<file path="config.mk">
export PLATFORM = sky130hd
export DESIGN_NAME = housekeeping_adc_control
export DESIGN_NICKNAME = d
export VERILOG_FILES = /design/src/rtl/housekeeping_adc_control.v
export VERILOG_INCLUDE_DIRS = /design/src /design/src/rtl
export SDC_FILE = /design/constraint.sdc
export NUM_CORES = 1
export LEC_CHECK = 0
export BUFFER_PORTS_ARGS = -buffer_cell sky130_fd_sc_hd__buf_2
export CAP_MARGIN = 20
export CORE_UTILIZATION = 50
export DETAILED_ROUTE_END_ITERATION = 7
export PLACE_DENSITY = 0.67
export SYNTH_ARGS = -nofsm -noshare
export SYNTH_HDL_FRONTEND = slang
export SYNTH_SLANG_ARGS = --single-unit
</file>
<file path="constraint.sdc">
create_clock -name clk_sys -period 5 [get_ports clk_sys]
set_input_delay 0.25 -clock clk_sys [delete_from_list [all_inputs] [get_ports clk_sys]]
set_output_delay 0.25 -clock clk_sys [all_outputs]
set_load 0.02 [all_outputs]
</file>
<file path="src/rtl/housekeeping_adc_map.vh">
// register map and timing constants for housekeeping adc control
// Function
// - supply interval field selects background supply rate
// - battery interval field selects background battery rate
// - temperature interval field selects background temperature rate
// - temperature delta field sets temperature interrupt threshold
// - supply delta field sets supply interrupt threshold
// - start bit 2 requests supply conversion, self-clears
// - start bit 1 requests temperature conversion, self-clears
// - start bit 0 requests battery conversion, self-clears
// - start bit 7 clears clock lock fault
// - lock-loss reset sets clock lock fault
// - battery result below threshold raises interrupt
// - measurements may continue in low-power states
// - temperature delta measured from last interrupting result
// - temperature result loads only on its interrupt (code also loads it on an sfr write to 8'hD7)
// - background low battery sets low battery flag
`ifndef HOUSEKEEPING_ADC_MAP_VH
`define HOUSEKEEPING_ADC_MAP_VH
`define ADDR_TEMP_RESULT 8'hD7
`define ADDR_START_CTRL 8'hD8
`define ADDR_BATT_RESULT 8'hDF
`define ADDR_SUPPLY_RESULT 8'hEF
`define ADDR_DELTA_CFG 8'hF3
`define ADDR_STROBE_PERIOD 8'hF9
`define ADDR_BATT_THRESH 8'hFA
`define BIT_SUPPLY_GO 2
`define BIT_TEMP_GO 1
`define BIT_BATT_GO 0
`define BIT_FAULT_ACK 7
`define BIT_LOW_BATT 2
`define BIT_CLOCK_FAULT 4
`define DELTA_NONE 3'h0
`define DELTA_EVERY 3'h7
`define RESET_BYTE 8'h00
`define MINUTE_S 60
`define CLK_HZ 20000000
`define MINUTE_CYCLES (`MINUTE_S * `CLK_HZ)
`define CONV_SUPPLY 2'h0
`define CONV_TEMP 2'h1
`define CONV_BATT 2'h2
`endif
</file>
<file path="src/rtl/housekeeping_adc_control.v">
// housekeeping adc scheduling and register logic
`include "housekeeping_adc_map.vh"
module housekeeping_adc_control #(
   parameter MINUTE_TICKS = `MINUTE_CYCLES
) (
   input wire clk_sys,
   input wire reset,
   input wire [7:0] sfr_addr,
   input wire [7:0] sfr_wdata,
   input wire sfr_wr,
   output reg [7:0] sfr_rdata,
   input wire battery_power_state,
   input wire sleep_power_state,
   input wire lock_loss_reset,
   output reg conv_req,
   output reg [1:0] conv_sel,
   input wire conv_ack,
   input wire conv_done,
   input wire [7:0] conv_result,
   output reg adc_irq,
   output reg low_battery_set,
   output reg clock_lock_fault
);
   localparam IDLE = 1'b0;
   localparam BUSY = 1'b1;
   reg [7:0] strobe_reg;
   reg [7:0] delta_reg;
   reg [7:0] thresh_reg;
   reg [7:0] temp_reg;
   reg [7:0] batt_reg;
   reg [7:0] supply_reg;
   reg [7:0] temp_last_reg;
   reg [7:0] supply_last_reg;
   reg [2:0] go_reg;
   reg [2:0] bg_reg;
   reg [2:0] active_single_reg;
   reg active_bg_reg;
   reg state_reg;
   reg [31:0] tick_reg;
   reg [4:0] minute_reg;
   wire minute_tick = (tick_reg == MINUTE_TICKS - 1);
   wire bg_allowed = ~battery_power_state;
   wire wr_start = sfr_wr && (sfr_addr == `ADDR_START_CTRL);
   function period_hit;
      input [1:0] code;
      input [4:0] minutes;
      input long;
      begin
         case (code)
            2'h1: period_hit = long ? (minutes[3:0] == 4'h0)
                                    : (minutes[2:0] == 3'h0);
            2'h2: period_hit = long ? (minutes[1:0] == 2'h0)
                                    : (minutes[0] == 1'b0);
            2'h3: period_hit = 1'b1;
            default: period_hit = 1'b0;
         endcase
      end
   endfunction
   function delta_hit;
      input [2:0] code;
      input [7:0] a;
      input [7:0] b;
      reg [7:0] d;
      begin
         d = (a > b) ? a - b : b - a;
         if (code == `DELTA_NONE)
            delta_hit = 1'b0;
         else if (code == `DELTA_EVERY)
            delta_hit = 1'b1;
         else
            delta_hit = (d > {5'h00, code});
      end
   endfunction
   wire [2:0] pend = go_reg | bg_reg;
   wire [1:0] pick = pend[`BIT_SUPPLY_GO] ? `CONV_SUPPLY :
      (pend[`BIT_TEMP_GO] ? `CONV_TEMP : `CONV_BATT);
   wire [2:0] pick_mask = pend[`BIT_SUPPLY_GO] ? 3'h4 :
      (pend[`BIT_TEMP_GO] ? 3'h2 : 3'h1);
   // request bit of the conversion in flight
   wire [2:0] sel_mask = (conv_sel == `CONV_SUPPLY) ? 3'h4 :
      ((conv_sel == `CONV_TEMP) ? 3'h2 : 3'h1);
   wire bg_supply = minute_tick && bg_allowed &&
      period_hit(strobe_reg[5:4], minute_reg, 1'b0);
   wire bg_temp = minute_tick && bg_allowed &&
      period_hit(strobe_reg[1:0], minute_reg, 1'b0);
   wire bg_batt = minute_tick && bg_allowed && !sleep_power_state &&
      period_hit(strobe_reg[3:2], minute_reg, 1'b1);
   wire [2:0] bg_set = {bg_supply, bg_temp, bg_batt};
   wire temp_irq = active_single_reg[`BIT_TEMP_GO] ||
      delta_hit(delta_reg[5:3], conv_result, temp_last_reg);
   wire supply_irq = active_single_reg[`BIT_SUPPLY_GO] ||
      delta_hit(delta_reg[2:0], conv_result, supply_last_reg);
   wire batt_low = conv_result < thresh_reg;
   always @* begin
      case (sfr_addr)
         `ADDR_TEMP_RESULT: sfr_rdata = temp_reg;
         `ADDR_START_CTRL: sfr_rdata = {5'h00, go_reg};
         `ADDR_BATT_RESULT: sfr_rdata = batt_reg;
         `ADDR_SUPPLY_RESULT: sfr_rdata = supply_reg;
         `ADDR_DELTA_CFG: sfr_rdata = {2'h0, delta_reg[5:0]};
         `ADDR_STROBE_PERIOD: sfr_rdata = strobe_reg;
         `ADDR_BATT_THRESH: sfr_rdata = thresh_reg;
         default: sfr_rdata = `RESET_BYTE;
      endcase
   end
   always @(posedge clk_sys) begin
      if (reset) begin
         tick_reg <= 32'h0;
         minute_reg <= 5'h00;
      end else if (minute_tick) begin
         tick_reg <= 32'h0;
         minute_reg <= minute_reg + 5'h01;
      end else begin
         tick_reg <= tick_reg + 32'h1;
      end
   end
   always @(posedge clk_sys) begin
      if (reset) begin
         strobe_reg <= `RESET_BYTE;
         delta_reg <= `RESET_BYTE;
         thresh_reg <= `RESET_BYTE;
         temp_reg <= `RESET_BYTE;
         batt_reg <= `RESET_BYTE;
         supply_reg <= `RESET_BYTE;
         temp_last_reg <= `RESET_BYTE;
         supply_last_reg <= `RESET_BYTE;
         go_reg <= 3'h0;
         bg_reg <= 3'h0;
         active_single_reg <= 3'h0;
         active_bg_reg <= 1'b0;
         state_reg <= IDLE;
         conv_req <= 1'b0;
         conv_sel <= `CONV_SUPPLY;
         adc_irq <= 1'b0;
         low_battery_set <= 1'b0;
      end else begin
         adc_irq <= 1'b0;
         low_battery_set <= 1'b0;
         // reserved strobe bits stored as written
         if (sfr_wr && sfr_addr == `ADDR_STROBE_PERIOD)
            strobe_reg <= sfr_wdata;
         if (sfr_wr && sfr_addr == `ADDR_DELTA_CFG)
            delta_reg <= {2'h0, sfr_wdata[5:0]};
         if (sfr_wr && sfr_addr == `ADDR_BATT_THRESH)
            thresh_reg <= sfr_wdata;
         if (sfr_wr && sfr_addr == `ADDR_SUPPLY_RESULT)
            supply_reg <= sfr_wdata;
         if (sfr_wr && sfr_addr == `ADDR_BATT_RESULT)
            batt_reg <= sfr_wdata;
         if (sfr_wr && sfr_addr == `ADDR_TEMP_RESULT)
            temp_reg <= sfr_wdata;
         bg_reg <= bg_reg | bg_set;
         if (wr_start)
            go_reg <= go_reg | sfr_wdata[2:0];
         case (state_reg)
            IDLE: begin
               // fixed priority, one at a time
               if (pend != 3'h0) begin
                  conv_req <= 1'b1;
                  conv_sel <= pick;
                  state_reg <= BUSY;
                  active_single_reg <= go_reg & pick_mask;
                  active_bg_reg <= 1'b0;
               end
            end
            BUSY: begin
               if (conv_req && conv_ack) begin
                  conv_req <= 1'b0;
                  go_reg <= (go_reg | (wr_start ? sfr_wdata[2:0] : 3'h0))
                     & ~active_single_reg;
                  active_bg_reg <= ((bg_reg & sel_mask) != 3'h0);
                  // new background requests survive the clear
                  bg_reg <= (bg_reg & ~sel_mask) | bg_set;
               end
               if (!conv_req && conv_done) begin
                  state_reg <= IDLE;
                  case (conv_sel)
                     `CONV_SUPPLY: begin
                        if (supply_irq) begin
                           supply_reg <= conv_result;
                           supply_last_reg <= conv_result;
                           adc_irq <= 1'b1;
                        end
                     end
                     `CONV_TEMP: begin
                        if (temp_irq) begin
                           temp_reg <= conv_result;
                           temp_last_reg <= conv_result;
                           adc_irq <= 1'b1;
                        end
                     end
                     default: begin
                        batt_reg <= conv_result;
                        if (batt_low || active_single_reg[`BIT_BATT_GO])
                           adc_irq <= 1'b1;
                        if (batt_low && active_bg_reg)
                           low_battery_set <= 1'b1;
                     end
                  endcase
               end
            end
            default: state_reg <= IDLE;
         endcase
      end
   end
   always @(posedge clk_sys) begin
      // lock loss sets fault, wins over ack
      if (lock_loss_reset)
         clock_lock_fault <= 1'b1;
      else if (reset)
         clock_lock_fault <= 1'b0;
      else if (wr_start && sfr_wdata[`BIT_FAULT_ACK])
         clock_lock_fault <= 1'b0;
   end
endmodule

</file>
### Word-level counts from Yosys, hierarchy flattened

Cells that the tools add are included.

| word-level totals | value |
|---|---|
| output and inout bits | 14 |
| bits in registers | 116 |
| word-level logic and storage cells | 158 |

| operators by class | value |
|---|---|
| bitwise gates (word level) | 15 |
| reductions and logical operators | 38 |
| equality and inequality tests | 22 |
| add/subtract/negate cells | 6 |
| magnitude comparators | 5 |
| muxes and demuxes | 52 |

Operators with widths:

| operator | number |
|---|---|
| $mux 8 | 16 |
| $eq 8x8->1 const B | 7 |
| $pmux 8 s7 | 1 |
| $add 32x1->32 const B | 1 |
| $eq 32x31->1 const B | 1 |
| $sub 8x8->8 | 4 |
| $mux 3 | 8 |
| $gt 8x3->1 | 2 |
| $gt 8x8->1 | 2 |
| $logic_and 1x1->1 | 16 |
| $mux 1 | 16 |
| $or 3x3->3 | 5 |
| $and 3x3->3 | 4 |
| $eq 2x2->1 const B | 6 |
| $logic_not 3->1 | 3 |
| $pmux 1 s3 | 3 |
| $eq 2x1->1 const B | 4 |
| $lt 8x8->1 | 1 |
| $mux 2 | 4 |
| $pmux 1 s2 | 4 |
| $reduce_and 4->1 | 2 |
| $eq 3x3->1 const B | 2 |
| $not 3->3 | 2 |
| $reduce_bool 3->1 | 2 |
| other kinds (13) | 22 |

### Longest topological paths before layout

| logic depth | value |
|---|---|
| depth in word-level cells | 10 |
| depth in mapped cells | 20 |

### Least setup slack after synthesis

No wires, ideal clock.

| path | value |
|---|---|
| path type | input -> register |
| start | in conv_result[0] |
| end | reg temp_reg[6] |
| arrival time | 3.891 ns |
| stages | 20 |
| setup slack | 0.983 ns |
| setup time | 0.125 ns |
| data required time | 4.875 ns |
| cells stage by stage | inv_1 ha_1 inv_1 fa_1 a21o_1 a21oi_1 nor3_1 o221ai_1 mux2_2 ha_1 nor2b_1 o21ai_0 a32oi_1 a311oi_1 nand4_1 nor3b_1 or3_1 clkbuf_1 buf_2 o22ai_1 |

| between the ends | value |
|---|---|
| longest elaborated chain between the ends | 10 |
| elaborated cells on any way between the ends | 12 |

RTL lines:

| what | line | text |
|---|---|---|
| start: declaration | housekeeping_adc_control.v:19 | `input wire [7:0] conv_result,` |
| $sub 8x8->8 / $gt 8x8->1 (equally long branches) | housekeeping_adc_control.v:65 | `d = (a > b) ? a - b : b - a;` |
| $mux 8 * | housekeeping_adc_control.v:65 |  |
| $gt 8x3->1 * | housekeeping_adc_control.v:71 | `delta_hit = (d > {5'h00, code});` |
| $mux 1 * | housekeeping_adc_control.v:68 | `` else if (code == `DELTA_EVERY) `` |
| $mux 1 * | housekeeping_adc_control.v:66 | `` if (code == `DELTA_NONE) `` |
| $logic_or 1x1->1 * | housekeeping_adc_control.v:89 | `` wire temp_irq = active_single_reg[`BIT_TEMP_GO] \|\| `` |
| $mux 8 * | housekeeping_adc_control.v:186 | `if (temp_irq) begin` |
| $mux 8 * | housekeeping_adc_control.v:177 | `case (conv_sel)` |
| $mux 8 * | housekeeping_adc_control.v:175 | `if (!conv_req && conv_done) begin` |
| $mux 8 * | housekeeping_adc_control.v:155 | `case (state_reg)` |
| end signal: assignment | housekeeping_adc_control.v:122 | `` temp_reg <= `RESET_BYTE; `` |
| end signal: assignment | housekeeping_adc_control.v:151 | `temp_reg <= sfr_wdata;` |
| end signal: assignment | housekeeping_adc_control.v:187 | `temp_reg <= conv_result;` |
| end: declaration | housekeeping_adc_control.v:29 | `reg [7:0] temp_reg;` |

Every way passes the cells marked *; elsewhere a longest branch is shown, timed or not.
A chain may end at the register's enable or synchronous reset.

### Final worst setup path

| path | value |
|---|---|
| start | reg temp_last_reg[0] |
| end | reg temp_reg[0] |

| between the ends | value |
|---|---|
| longest elaborated chain between the ends | 10 |
| elaborated cells on any way between the ends | 12 |

RTL lines:

| what | line | text |
|---|---|---|
| start: declaration | housekeeping_adc_control.v:32 | `reg [7:0] temp_last_reg;` |
| start signal: assignment | housekeeping_adc_control.v:125 | `` temp_last_reg <= `RESET_BYTE; `` |
| start signal: assignment | housekeeping_adc_control.v:188 | `temp_last_reg <= conv_result;` |
| $sub 8x8->8 / $gt 8x8->1 (equally long branches) | housekeeping_adc_control.v:65 |  |
| $mux 8 * | housekeeping_adc_control.v:65 |  |
| $gt 8x3->1 * | housekeeping_adc_control.v:71 |  |
| $mux 1 * | housekeeping_adc_control.v:68 |  |
| $mux 1 * | housekeeping_adc_control.v:66 |  |
| $logic_or 1x1->1 * | housekeeping_adc_control.v:89 |  |
| $mux 8 * | housekeeping_adc_control.v:186 |  |
| $mux 8 * | housekeeping_adc_control.v:177 |  |
| $mux 8 * | housekeeping_adc_control.v:175 |  |
| $mux 8 * | housekeeping_adc_control.v:155 |  |

Marks and branches as above.

==> run metrics <==
DR WL/cell 17.8 microns; endpoints failing hold 0; effective utilization at floorplan 51.8%; clk slew on worst S/H paths 0.06 ns; post-DP HPWL 14,000 microns; Post-Syn Instances 834; CTS root buf clkbuf_16; Tmin final 4.65 ns; met1 Usage GRT 36.6%; grt ovf 0; CTS max path bufs 2; # diodes 0; Slew headroom 33.5%; gr busiest metal met2; Port Buf Inserts 45; die height 120 microns; GRT Overall Usage 27.6%; Die Span X 120 microns; Avg Inst Size Synth 8.29 sq um; maxcap violations 0; Synth area leader dfxtp_1; sequential area share after synthesis 33.3%; first-pass iteration count of the detailed router 7; post-CTS setup buffer count 0; HP Start lock_loss_reset; Post-synth EDFFs 0; Max Clock Skew 0.00880 ns; Area growth syn-to-layout 14.1%; via-per-instance ratio 6.01; Setup CP Type flop to flop; crit path launch type flop; number of antenna violations at the first check in global routing 0; total power draw 0.00237 W; RR Startpoint temp_last_reg[0]$_SDFFE_PP0P_; Worst EP required 5.26 ns; post-synth top area share 33.3%; syn_nets 916; Core Footprint 13,300 sq um; clk_lat worst skew 0.42 ns; critical path peak fanout 17; Synth area leaders dfxtp_1 33%, ha_1 8.3%, nand2_1 4.9%, nor2_1 4.4%, a21oi_1 4.1%; Yosys Warn Count 0; FP Rows 42; met2 Track Usage GR 44.5%; PD cells 300 nW/um^2; max reg flops 32; I/O pin count 46; Hold WC Path Type input port to flop; Num CTS Buffers 17; Tcrit/Tclk final 93.1%; Synth Cell Area 6910 sq um; M3 GR Usage 4.52%; first-pass GRT wire length 31,000 microns; worst setup path startpoint temp_last_reg[0]$_SDFFE_PP0P_; CTS sink count 115; CTS HTree Levels 4; FMAX 215 MHz; Post-Route Utilization 59.1%; drt total wl 19,000 microns; WP data arrival 4.91 ns; Seq cells post-synth 115; fraction of layout instances using a drive strength above 1 13.9%; Vias 6,397; Post-synth ARST share 0%; Yosys cell types 68; Die ar. 14,300 sq um; setup_tns 0 ns; RSZ-0062 raised after global routing false; post-route ant nets 0; DRT iter0 DRCs 534; gpl congestion 0.904; leakage 2.98 nW; DRC viols 0; Pins Over Slew Limit 0; final setup violation count 0; Synth Flop Type dfxtp_1; largest net degree at the start of global routing 56; slew at the pin closest to its max-slew limit 0.988 ns; Worst Setup End Kind flop; most frequent cells in the layout 115 x dfxtp_1, 91 x nand2_1, 81 x nor2_1; run status complete, no violations; Fin Hold WS 0.0348 ns; Nets 958; Max rail drop VDD 0.246 mV; hold_buf cts 0; most common cell after layout, fill and taps aside dfxtp_1; vias in the first global route 6,114; CTS resizes 0; TritonCTS clock tree yes
==> area by class of cell <==
cell class | instances | area [sq um]
Clock buffer | 18 | 439
Tap cell | 176 | 220
Clock inverter | 14 | 178
Inverter | 55 | 206
Sequential cell | 115 | 2300
Fill cell | 1251 | 5460
Timing Repair Buffer | 56 | 308
Multi-Input combinational cell | 631 | 4240
==> where the power goes <==
part           leakage, nW  switching, W  internal [W]
Combinational         1.76      0.000120     0.0000668
Sequential           0.927    0.00000315      0.000920
Clock                0.289      0.000459      0.000801
==> cell usage after synthesis, types with 3 or more instances <==
cell type	number
a211oi_1	8
a21o_1	7
a21oi_1	56
a221oi_1	3
a222oi_1	3
a22o_1	18
a22oi_1	20
a311oi_1	9
and2_1	3
and3_1	7
buf_2	8
buf_6	3
clkbuf_1	19
clkbuf_8	3
dfxtp_1	115
fa_1	4
ha_1	46
inv_1	55
mux2_2	10
mux2i_1	15
nand2_1	91
nand2b_1	8
nand3_1	52
nand4_1	21
nor2_1	81
nor2b_1	7
nor3_1	12
nor3b_1	6
nor4_1	7
nor4b_1	5
o21ai_0	22
o22ai_1	20
or2_2	4
xnor2_1	16
xor2_1	23
==> per-layer routing <==
layer  up-vias  wire [microns]
met1      3057            8660
li1       3092               -
met5         -               0
met4         0             499
met2       210            8850
met3        38             978
==> final timing paths <==
check	depth (start not counted)	slack, ns	endpoint
max	17	0.35	temp_reg[0]$_SDFF_PP0_
min	2	0.03	clock_lock_fault$_SDFFE_PP1P_
max reg2reg	17	0.35	temp_reg[0]$_SDFF_PP0_
min reg2reg	1	0.47	tick_reg[0]$_SDFF_PP0_
==> worst max-delay path, stage by stage (launching register included) <==
cell      delay [ns]
dfxtp_1         0.34
ha_1            0.18
inv_1           0.06
fa_1            0.38
a21o_1          0.20
a21oi_1         0.23
nor3_1          0.07
o221ai_1        0.36
mux2_2          0.40
ha_1            0.29
nor2b_1         0.13
o21ai_0         0.15
a32oi_1         0.07
a311oi_1        0.42
nand4_1         0.14
nor3b_1         0.37
or3_1           0.53
o22ai_1         0.18
==> metrics by stage <==
step                setup WS (ns)  cell area, sq um  std cells
floorplan                   0.983              6910        834
global placement            0.591              7270       1033
detailed placement          0.260              7270       1033
CTS                         0.420              7890       1065
global route               0.0715              7890       1065
finish                      0.347              7890       1065
==> logic make-up (layout without fill, tap and decap cells) <==
logic type                 count (synthesis)  after routing  synth area share [%]
xor gates and xnor gates                  39             39                  4.94
buffers and inverters                     88            143                  5.68
and+or+nand+nor                          319            319                  22.5
adders and majority gates                 50             50                  9.48
AOI/OAI and AO/OA                        198            198                  20.3
muxes                                     25             25                  3.80
DFF                                      115            115                  33.3
Note: power is estimated with default switching activity, not from simulation.
